`src/pgs_regs.vh`:
```
// register map, field positions and timing constants of the supervisor
// assumes a 32-bit apb slave clocked by pclk at 50 mhz
// Overview of operation
// - power_good high only when on, good, clear
// - buck1 ov/uv, other rails out-of-window drop
// - thermal, ldo dropout, overcurrent drop power_good
// - vin stop, vcc falling lockout, bus faults
// - release after errors clear, start-up, delay
// - programmable release delay setting
// - buck1 disable also shuts buck3 and ldo
// - vin lockout shuts rails in order
// - vin lockout closes enabled discharge switches
// - vcc lockout shuts all rails together
// - vcc lockout keeps discharge switches open except in the off state
// - disabled channel closes its discharge switch
// - restart only after outputs discharged
// - ldo code 0.6v to 3.75v, 50mv step
// - dcm cuts low side at zero current
// - buck3 in phase, buck2 shifted from buck1 unless the buck1 dcm bit is set
// - mapping bit masks bus faults from power_good
`ifndef PGS_REGS_VH
`define PGS_REGS_VH
// ----------------------------------------
// register offsets
// ----------------------------------------
`define PGS_ADDR_CTRL 12'h000
`define PGS_ADDR_LDO 12'h004
`define PGS_ADDR_DELAY 12'h008
`define PGS_ADDR_STATUS 12'h00C
`define PGS_ADDR_MASK 12'h010
`define PGS_ADDR_STATE 12'h014
`define PGS_ADDR_ORDER 12'h018
// ----------------------------------------
// control fields
// ----------------------------------------
`define PGS_CTRL_EN_LSB 0
`define PGS_CTRL_DIS_LSB 4
`define PGS_CTRL_DCM_LSB 8
`define PGS_CTRL_MAP_BIT 12
`define PGS_CTRL_RST 32'h0000000F
`define PGS_CTRL_W 13
// ----------------------------------------
// ldo code: 0.6 v + code * 50 mv, up to 3.75 v
// ----------------------------------------
`define PGS_LDO_MAX 6'h3F
`define PGS_LDO_RST 6'h26
`define PGS_LDO_W 6
// ----------------------------------------
// release delay selection in microseconds
// ----------------------------------------
`define PGS_DLY_W 2
`define PGS_DLY_RST 2'h1
`define PGS_CLK_MHZ 50
`define PGS_DLY0_US 32'd100
`define PGS_DLY1_US 32'd500
`define PGS_DLY2_US 32'd1000
`define PGS_DLY3_US 32'd2000
`define PGS_CNT_W 17
// ----------------------------------------
// shutdown order and step time
// ----------------------------------------
`define PGS_ORDER_RST 8'hE4
`define PGS_STEP_US 32'd10
// ----------------------------------------
// interrupt status bits
// ----------------------------------------
`define PGS_IRQ_W 4
`define PGS_IRQ_PGFALL 0
`define PGS_IRQ_PGRISE 1
`define PGS_IRQ_VINOFF 2
`define PGS_IRQ_VCCOFF 3
// ----------------------------------------
// fault input bits
// ----------------------------------------
`define PGS_FLT_W 11
`define PGS_F_B1OVUV 0
`define PGS_F_B2WIN 1
`define PGS_F_B3WIN 2
`define PGS_F_LDOWIN 3
`define PGS_F_THERM 4
`define PGS_F_DROP 5
`define PGS_F_OC 6
`define PGS_F_VINSTOP 7
`define PGS_F_VCCUV 8
`define PGS_F_COMM 9
`define PGS_F_CRC 10
// ----------------------------------------
// sequencer states
// ----------------------------------------
`define PGS_ST_OFF 2'h0
`define PGS_ST_ON 2'h1
`define PGS_ST_SEQ 2'h2
`define PGS_ST_ALL 2'h3
`endif

```
`src/pgs_phase.v`:
```
// switching-phase clocks for the three bucks
// assumes a free-running pclk; outputs are flop-driven
`timescale 1ns/1ps
module pgs_phase (
    input wire pclk,
    input wire presetn,
    input wire ccm,
    output reg clk_b1,
    output reg clk_b2,
    output reg clk_b3
);
    reg [3:0] cnt;
    always @(posedge pclk or negedge presetn) begin
        if (!presetn) begin
            cnt <= 4'h0;
            clk_b1 <= 1'b0;
            clk_b2 <= 1'b0;
            clk_b3 <= 1'b0;
        end else begin
            cnt <= cnt + 4'h1;
            clk_b1 <= cnt[3];
            clk_b3 <= cnt[3];
            // shifted by a quarter period in ccm
            clk_b2 <= ccm ? (cnt[3] ^ cnt[2]) : cnt[3];
        end
    end
endmodule // pgs_phase

```
`src/pgs_supervisor.v`:
```
// power-good supervisor and shutdown sequencer with apb registers
// assumes comparator levels are asynchronous; apb on pclk
//
// Our own choices: the register offsets and the APB interface to the registers.
`timescale 1ns/1ps
`include "pgs_regs.vh"
module pgs_supervisor (
    input wire pclk,
    input wire presetn,
    input wire psel,
    input wire penable,
    input wire pwrite,
    input wire [11:0] paddr,
    input wire [31:0] pwdata,
    output reg [31:0] prdata,
    output wire pready,
    output wire pslverr,
    input wire [10:0] fault_in,
    input wire vin_uvlo,
    input wire vcc_uvlo,
    input wire [3:0] ss_done,
    input wire [3:0] zcd,
    output reg [3:0] rail_on,
    output reg [3:0] discharge_on,
    output reg [3:0] ls_cut,
    output reg [5:0] ldo_code,
    output reg power_good,
    output wire clk_b1,
    output wire clk_b2,
    output wire clk_b3,
    output wire irq
);
    localparam [31:0] DLY0_W = `PGS_DLY0_US * `PGS_CLK_MHZ;
    localparam [31:0] DLY1_W = `PGS_DLY1_US * `PGS_CLK_MHZ;
    localparam [31:0] DLY2_W = `PGS_DLY2_US * `PGS_CLK_MHZ;
    localparam [31:0] DLY3_W = `PGS_DLY3_US * `PGS_CLK_MHZ;
    localparam [31:0] STEP_W = `PGS_STEP_US * `PGS_CLK_MHZ;
    localparam [31:0] CTRL_RST_W = `PGS_CTRL_RST;
    // cycle counts cut to the counter width on purpose
    localparam [`PGS_CNT_W-1:0] DLY0 = DLY0_W[`PGS_CNT_W-1:0];
    localparam [`PGS_CNT_W-1:0] DLY1 = DLY1_W[`PGS_CNT_W-1:0];
    localparam [`PGS_CNT_W-1:0] DLY2 = DLY2_W[`PGS_CNT_W-1:0];
    localparam [`PGS_CNT_W-1:0] DLY3 = DLY3_W[`PGS_CNT_W-1:0];
    localparam [`PGS_CNT_W-1:0] STEP = STEP_W[`PGS_CNT_W-1:0];

    reg [`PGS_CTRL_W-1:0] ctrl;
    reg [`PGS_DLY_W-1:0] dly_sel;
    reg [7:0] order;
    reg [`PGS_IRQ_W-1:0] status;
    reg [`PGS_IRQ_W-1:0] mask;
    reg [1:0] state;
    reg [1:0] seq_idx;
    reg [`PGS_CNT_W-1:0] cnt;
    reg [`PGS_CNT_W-1:0] rel_cnt;
    reg pg_hold;
    wire [`PGS_FLT_W-1:0] flt;
    wire [1:0] vlev;
    wire [3:0] ssd;
    wire [3:0] zcd_s;
    wire wr_en;
    wire rd_en;
    wire [3:0] en_req;
    wire [3:0] dis_opt;
    wire [3:0] en_eff;
    wire any_fault;
    wire ready_all;
    wire vin_low;
    wire vcc_low;
    wire pg_drop;
    reg [`PGS_IRQ_W-1:0] ev;
    reg [`PGS_IRQ_W-1:0] next_status;

    // ----------------------------------------
    // delay decode
    // ----------------------------------------
    function [`PGS_CNT_W-1:0] dly_cycles;
        input [`PGS_DLY_W-1:0] sel;
        begin
            case (sel)
                2'h0: dly_cycles = DLY0;
                2'h1: dly_cycles = DLY1;
                2'h2: dly_cycles = DLY2;
                default: dly_cycles = DLY3;
            endcase
        end
    endfunction

    // ----------------------------------------
    // input synchronisers
    // ----------------------------------------
    pgs_sync #(.W(`PGS_FLT_W)) u_sync_flt (
        .pclk(pclk),
        .presetn(presetn),
        .async_in(fault_in),
        .level(flt)
    );
    pgs_sync #(.W(10)) u_sync_misc (
        .pclk(pclk),
        .presetn(presetn),
        .async_in({zcd, ss_done, vcc_uvlo, vin_uvlo}),
        .level({zcd_s, ssd, vlev})
    );
    pgs_phase u_phase (
        .pclk(pclk),
        .presetn(presetn),
        .ccm(ctrl[`PGS_CTRL_DCM_LSB] == 1'b0),
        .clk_b1(clk_b1),
        .clk_b2(clk_b2),
        .clk_b3(clk_b3)
    );
    assign vin_low = vlev[0];
    assign vcc_low = vlev[1];

    // ----------------------------------------
    // apb slave
    // ----------------------------------------
    assign pready = 1'b1;
    assign pslverr = 1'b0;
    assign wr_en = psel & penable & pwrite;
    assign rd_en = psel & penable & ~pwrite;

    always @(posedge pclk or negedge presetn) begin
        if (!presetn) begin
            ctrl <= CTRL_RST_W[`PGS_CTRL_W-1:0];
            ldo_code <= `PGS_LDO_RST;
            dly_sel <= `PGS_DLY_RST;
            mask <= {`PGS_IRQ_W{1'b0}};
            order <= `PGS_ORDER_RST;
        end else if (wr_en) begin
            case (paddr)
                `PGS_ADDR_CTRL: ctrl <= pwdata[`PGS_CTRL_W-1:0];
                `PGS_ADDR_LDO: ldo_code <= pwdata[5:0];
                `PGS_ADDR_DELAY: dly_sel <= pwdata[1:0];
                `PGS_ADDR_MASK: mask <= pwdata[`PGS_IRQ_W-1:0];
                `PGS_ADDR_ORDER: order <= pwdata[7:0];
                default: ;
            endcase
        end
    end

    always @* begin
        prdata = 32'h0;
        if (rd_en) begin
            case (paddr)
                `PGS_ADDR_CTRL: prdata[`PGS_CTRL_W-1:0] = ctrl;
                `PGS_ADDR_LDO: prdata[5:0] = ldo_code;
                `PGS_ADDR_DELAY: prdata[1:0] = dly_sel;
                `PGS_ADDR_STATUS: prdata[3:0] = status;
                `PGS_ADDR_MASK: prdata[3:0] = mask;
                `PGS_ADDR_STATE: prdata[10:0] =
                    {power_good, state, rail_on, discharge_on};
                `PGS_ADDR_ORDER: prdata[7:0] = order;
                default: prdata = 32'h0;
            endcase
        end
    end

    // ----------------------------------------
    // channel enables
    // ----------------------------------------
    assign dis_opt = ctrl[`PGS_CTRL_DIS_LSB+3:`PGS_CTRL_DIS_LSB];
    // rails 2 and 3 (buck3, ldo) are fed from buck1
    assign en_req = ctrl[`PGS_CTRL_EN_LSB+3:`PGS_CTRL_EN_LSB];
    assign en_eff = {en_req[3] & en_req[0], en_req[2] & en_req[0],
                     en_req[1], en_req[0]};

    // ----------------------------------------
    // shutdown sequencer
    // ----------------------------------------
    always @(posedge pclk or negedge presetn) begin
        if (!presetn) begin
            state <= `PGS_ST_OFF;
            rail_on <= 4'h0;
            discharge_on <= 4'h0;
            seq_idx <= 2'h0;
            cnt <= {`PGS_CNT_W{1'b0}};
        end else begin
            case (state)
                `PGS_ST_OFF: begin
                    rail_on <= 4'h0;
                    discharge_on <= 4'hF;
                    // restart only once every output is discharged
                    if (!vcc_low && !vin_low && cnt == STEP) begin
                        state <= `PGS_ST_ON;
                    end else if (cnt != STEP) begin
                        cnt <= cnt + 1'b1;
                    end
                end
                `PGS_ST_ON: begin
                    rail_on <= en_eff;
                    discharge_on <= ~en_eff;
                    cnt <= {`PGS_CNT_W{1'b0}};
                    seq_idx <= 2'h0;
                    if (vcc_low) begin
                        state <= `PGS_ST_ALL;
                    end else if (vin_low) begin
                        state <= `PGS_ST_SEQ;
                    end
                end
                `PGS_ST_SEQ: begin
                    if (vcc_low) begin
                        state <= `PGS_ST_ALL;
                    end else if (cnt == STEP) begin
                        cnt <= {`PGS_CNT_W{1'b0}};
                        rail_on[order[seq_idx*2+:2]] <= 1'b0;
                        discharge_on[order[seq_idx*2+:2]] <=
                            dis_opt[order[seq_idx*2+:2]];
                        seq_idx <= seq_idx + 2'h1;
                        if (seq_idx == 2'h3) begin
                            state <= `PGS_ST_OFF;
                        end
                    end else begin
                        cnt <= cnt + 1'b1;
                    end
                end
                `PGS_ST_ALL: begin
                    rail_on <= 4'h0;
                    discharge_on <= 4'h0;
                    cnt <= {`PGS_CNT_W{1'b0}};
                    if (!vcc_low) begin
                        state <= `PGS_ST_OFF;
                    end
                end
                default: state <= `PGS_ST_OFF;
            endcase
        end
    end

    // ----------------------------------------
    // light-load low-side cutoff
    // ----------------------------------------
    genvar g;
    generate
        for (g = 0; g < 4; g = g + 1) begin : g_ls
            always @(posedge pclk or negedge presetn) begin
                if (!presetn) begin
                    ls_cut[g] <= 1'b0;
                end else begin
                    ls_cut[g] <= ctrl[`PGS_CTRL_DCM_LSB+g] &
                                 zcd_s[g];
                end
            end
        end
    endgenerate

    // ----------------------------------------
    // power good
    // ----------------------------------------
    assign any_fault =
        flt[`PGS_F_B1OVUV] | flt[`PGS_F_B2WIN] |
        flt[`PGS_F_B3WIN] | flt[`PGS_F_LDOWIN] |
        flt[`PGS_F_THERM] | flt[`PGS_F_DROP] | flt[`PGS_F_OC] |
        flt[`PGS_F_VINSTOP] | flt[`PGS_F_VCCUV] |
        (~ctrl[`PGS_CTRL_MAP_BIT] &
         (flt[`PGS_F_COMM] | flt[`PGS_F_CRC]));
    assign ready_all = &(ssd | ~en_eff);
    assign pg_drop = (state != `PGS_ST_ON) | any_fault | ~ready_all;

    always @(posedge pclk or negedge presetn) begin
        if (!presetn) begin
            power_good <= 1'b0;
            rel_cnt <= {`PGS_CNT_W{1'b0}};
            pg_hold <= 1'b1;
        end else if (pg_drop) begin
            power_good <= 1'b0;
            rel_cnt <= {`PGS_CNT_W{1'b0}};
            pg_hold <= 1'b1;
        end else if (pg_hold) begin
            if (rel_cnt >= dly_cycles(dly_sel)) begin
                pg_hold <= 1'b0;
                power_good <= 1'b1;
            end else begin
                rel_cnt <= rel_cnt + 1'b1;
            end
        end
    end

    // ----------------------------------------
    // interrupts
    // ----------------------------------------
    always @* begin
        ev = 4'h0;
        // fall flagged on the edge that drops power_good
        ev[`PGS_IRQ_PGFALL] = power_good & pg_drop;
        ev[`PGS_IRQ_PGRISE] = pg_hold & ~power_good & ~pg_drop &
            (rel_cnt >= dly_cycles(dly_sel));
        ev[`PGS_IRQ_VINOFF] = (state == `PGS_ST_ON) & vin_low & ~vcc_low;
        ev[`PGS_IRQ_VCCOFF] = (state != `PGS_ST_ALL) & vcc_low;
        next_status = status;
        if (wr_en && paddr == `PGS_ADDR_STATUS) begin
            next_status = status & ~pwdata[`PGS_IRQ_W-1:0];
        end
        next_status = next_status | ev;
    end

    always @(posedge pclk or negedge presetn) begin
        if (!presetn) begin
            status <= 4'h0;
        end else begin
            status <= next_status;
        end
    end
    assign irq = |(status & mask);
endmodule // pgs_supervisor

```
`src/pgs_sync.v`:
```
// three-flop synchroniser with a filtered fourth output flop for a bus of asynchronous levels
// assumes inputs come from analog comparators outside pclk
`timescale 1ns/1ps
module pgs_sync #(
    parameter W = 1
) (
    input wire pclk,
    input wire presetn,
    input wire [W-1:0] async_in,
    output reg [W-1:0] level
);
    reg [W-1:0] stage1;
    reg [W-1:0] stage2;
    reg [W-1:0] stage3;
    genvar i;
    generate
        for (i = 0; i < W; i = i + 1) begin : g_bit
            always @(posedge pclk or negedge presetn) begin
                if (!presetn) begin
                    stage1[i] <= 1'b0;
                    stage2[i] <= 1'b0;
                    stage3[i] <= 1'b0;
                    level[i] <= 1'b0;
                end else begin
                    stage1[i] <= async_in[i];
                    stage2[i] <= stage1[i];
                    stage3[i] <= stage2[i];
                    // change accepted once stage 2 and 3 agree
                    if (stage2[i] == stage3[i]) begin
                        level[i] <= stage3[i];
                    end
                end
            end
        end
    endgenerate
endmodule // pgs_sync

```
`config.mk`:
```
export PLATFORM = sky130hd
export DESIGN_NAME = pgs_supervisor
export DESIGN_NICKNAME = d
export VERILOG_FILES = /design/src/pgs_phase.v /design/src/pgs_supervisor.v /design/src/pgs_sync.v
export VERILOG_INCLUDE_DIRS = /design/src
export SDC_FILE = /design/constraint.sdc
export NUM_CORES = 1
export LEC_CHECK = 0
export BUFFER_PORTS_ARGS = -buffer_cell sky130_fd_sc_hd__buf_2
export CORE_MARGIN = 8
export CORE_UTILIZATION = 45
export DETAILED_ROUTE_END_ITERATION = 6
export PLACE_DENSITY = 0.71
export SLEW_MARGIN = 15
export SYNTH_ARGS = -nofsm -noshare
export SYNTH_HDL_FRONTEND = slang
export SYNTH_SLANG_ARGS = --single-unit
export TNS_END_PERCENT = 1
```
`constraint.sdc`:
```
create_clock -name pclk -period 7.3 [get_ports pclk]
set_clock_uncertainty 0.2 [all_clocks]
set_input_delay 0.73 -clock pclk [delete_from_list [all_inputs] [get_ports pclk]]
set_output_delay 0.73 -clock pclk [all_outputs]
set_load 0.03 [all_outputs]
```
==> results.py <==
metrics = {
    "synthesis": {
        "synth.distinct_cells": 59,
        "yosysTopAreaCellShare_pct": 52.5,
        "ys_warn_count": 0,
        "seq_area_frac_synth_pct": 56.8,
        "netlist_area_um2": 7910,
        "async_flop_share_pct": 100,
        "synth_seq_cells": 179,
        "synth_edf_count": 0,
        "yosysMostFrequentCell": "dfrtp_1",
        "synth_area_per_cell_um2": 11.7,
        "synthTopCellsByCount": "166 x dfrtp_1, 65 x nor2_1, 37 x mux2_2",
        "syn_inst": 679,
        "yosys-top-cells-area": "dfrtp_1 53%, mux2_2 5.3%, dfstp_2 4.3%, ha_1 3.8%, nor2_1 3.1%",
        "synth_area_leader_cell": "dfrtp_1",
        "yosys_most_used_dff": "dfrtp_1",
    },
    "power_and_ir_drop": {
        "vdd_ir_drop_max_v": 0.000180,
        "power.density_nw_per_um2": 221,
        "finalPower_mw": 2.00,
        "p_leak_nw": 4.10,
    },
    "cts": {
        "clk_pin_slew_ps": 70,
        "clock-sinks": 179,
        "postCtsSetupBuffers": 0,
        "root_buffer": "clkbuf_16",
        "holdBufCountCts": 0,
        "numCtsBuffers": 17,
        "clockBufferDepth": 2,
        "cts_tree": "done",
        "clk_latency_ps": 420,
        "post_cts_resize_count": 0,
        "htreeDepth": 4,
    },
    "drt": {
        "drc": 0,
        "via_per_inst": 5.33,
        "wl_per_cell_um": 16.5,
        "drtPass1Iterations": 5,
        "drtIter0Drc": 335,
        "ant_nets": 0,
        "num_vias": 5325,
        "routed_wl_um": 16500,
    },
    "grt": {
        "antenna_found_initial": 3,
        "grt_pass1_vias": 5251,
        "gr-total-overflow": 0,
        "grt_max_degree": 81,
        "grt_pass1_wl_um": 26900,
        "grt_usage_pct": 15.3,
    },
    "run_status": {
        "outcome": "complete, no violations",
    },
    "finish": {
        "drive_gt1_share_pct": 23.7,
        "final_cell_count_no_fill": 999,
        "fill_cells": 1495,
        "final_util_pct": 52.4,
        "syn_to_final_growth_pct": 14.2,
        "fin_nets": 854,
    },
    "critical_path": {
        "cp-end-kind": "output port",
        "path_class": "input port to output port",
        "required_ps": 6370,
        "crit_fanout": 11,
        "critPathLaunchType": "input port",
        "worstPathArrival_ps": 2600,
    },
    "flow_run": {
        "drv_cap": 0,
    },
    "placement": {
        "dp_hpwl_um": 12100,
        "io_buffers": 86,
        "dpl_worst_slack_ps": 3790,
        "dp_cells": 966,
        "place.gp.congestion": 0.840,
    },
    "sta": {
        "relSlewSlack_pct": 44.4,
        "hold_viol_final": 0,
        "max_slew.worst_pin.slew_ps": 826,
        "fin_tns_setup_ps": 0,
        "setup_violations": 0,
        "rsz0062_at_grt": "no",
        "setup_slack_ps": 3770,
        "fin_crit_sh_pct": 48.3,
        "max_freq_ghz": 0.283,
        "slew_viol_final": 0,
        "min_period_ps": 3530,
    },
    "floorplanning": {
        "num_io_pins": 127,
        "fp.dieW_um": 149,
        "design.die.area_um2": 22100,
        "placementRows": 48,
        "start_util_pct": 45.9,
        "coreArea_um2": 17200,
        "die_h_um": 149,
    },
    "worst_hold_path": {
        "hold_class": "input port to asynchronous set/reset pin",
    },
}
-- flip-flops by register name, summed over array words and instances, names as in the netlist, 2 cells and up --
signal	flops
u_sync_flt.stage1	11
ctrl	13
cnt	17
u_sync_flt.level	11
u_sync_flt.stage2	11
u_sync_misc.stage1	10
discharge_on	4
mask	4
u_sync_misc.stage2	10
rail_on	4
state	2
u_sync_misc.level	10
status	4
u_phase.cnt	4
order	8
seq_idx	2
rel_cnt	17
u_sync_misc.stage3	10
u_sync_flt.stage3	11
dly_sel	2
ls_cut	4
ldo_code	6
-- metal layers --
layer  up-vias  global-route usage (%)  wire [um]
li1       2515                       -          -
met1      2632                    21.1       7960
met2       161                    22.1       7040
met3        13                    4.83       1340
met4         4                    5.41        148
met5         -                       0         27
-- power breakdown --
group | switching, mW | internal, mW | total (mW)
clock | 0.424 | 0.460 | 0.884
sequential | 0.0163 | 1.02 | 1.04
combinational | 0.0527 | 0.0239 | 0.0766
total | 0.493 | 1.51 | 2.00
-- cell families (layout without fill, tap and decap cells) --
group	after synthesis	count (layout)	share of synthesized area, %
simple gates	216	216	14.6
mux	49	49	6.78
fa+ha+maj	45	45	6.45
flops	179	179	56.8
buf+inv	75	150	4.81
xor+xnor	29	29	3.21
compound gates	84	84	7.26
other cells	2	22	0.0949
-- final cells by class --
cell class / instances / area (um2) / area share, %
Clock inverter: 15 / 155 / 1.72
Inverter: 28 / 105 / 1.16
Multi-Input combinational cell: 444 / 3110 / 34.4
Clock buffer: 17 / 425 / 4.71
Timing Repair Buffer: 90 / 467 / 5.16
Tap cell: 225 / 282 / 3.11
Antenna cell: 1 / 2.50 / 0.0277
Sequential cell: 179 / 4500 / 49.7
-- metrics by stage --
step	hold WS, ps	instance area, um2
after floorplan	131	7980
after global placement	132	8460
after detailed placement	135	8460
after CTS	150	9040
after global routing	158	9040
final	132	9040
-- critical path, cell delays in order --
cell	delay, ps
buf_2	100
nor4_1	330
and3_1	430
and3_1	460
nand2_1	90
a21oi_1	200
buf_2	240
-- path summary, 6_finish.rpt --
| check | to | cells past startpoint | from | slack, ps |
|---|---|---|---|---|
| setup reg to reg | rel_cnt[11]$_DFFE_PN0P_ | 11 | dly_sel[0]$_DFFE_PN1P_ | 3930 |
| hold / removal | u_sync_flt.stage1[0]$_DFF_PN0_ | 1 | presetn | 130 |
| hold reg to reg | u_sync_misc.stage2[1]$_DFF_PN0_ | 0 | u_sync_misc.stage1[1]$_DFF_PN0_ | 150 |
| max in group asynchronous | seq_idx[0]$_DFFE_PN0P_ | 3 | presetn | 5040 |
| setup / recovery | prdata[2] | 7 | paddr[7] | 3770 |
| min in group pclk | u_sync_misc.stage2[1]$_DFF_PN0_ | 0 | u_sync_misc.stage1[1]$_DFF_PN0_ | 150 |
-- cell usage in the layout, fill, tap and decap left out, types with 11 or more instances in the layout --
master and n:
clkbuf_16 17, conb_1 21, maj3_1 21, and2_1 11, nand4_1 20, buf_2 85, and3_1 15, mux2i_1 12
inv_1 28, nand2_1 31, o21ai_0 15, a21oi_1 22, nand3_1 20, nor2_1 65, xor2_1 19, ha_1 24
dfrtp_1 166, mux2_2 37, dfstp_2 13
(Power assumes the default switching activity.)
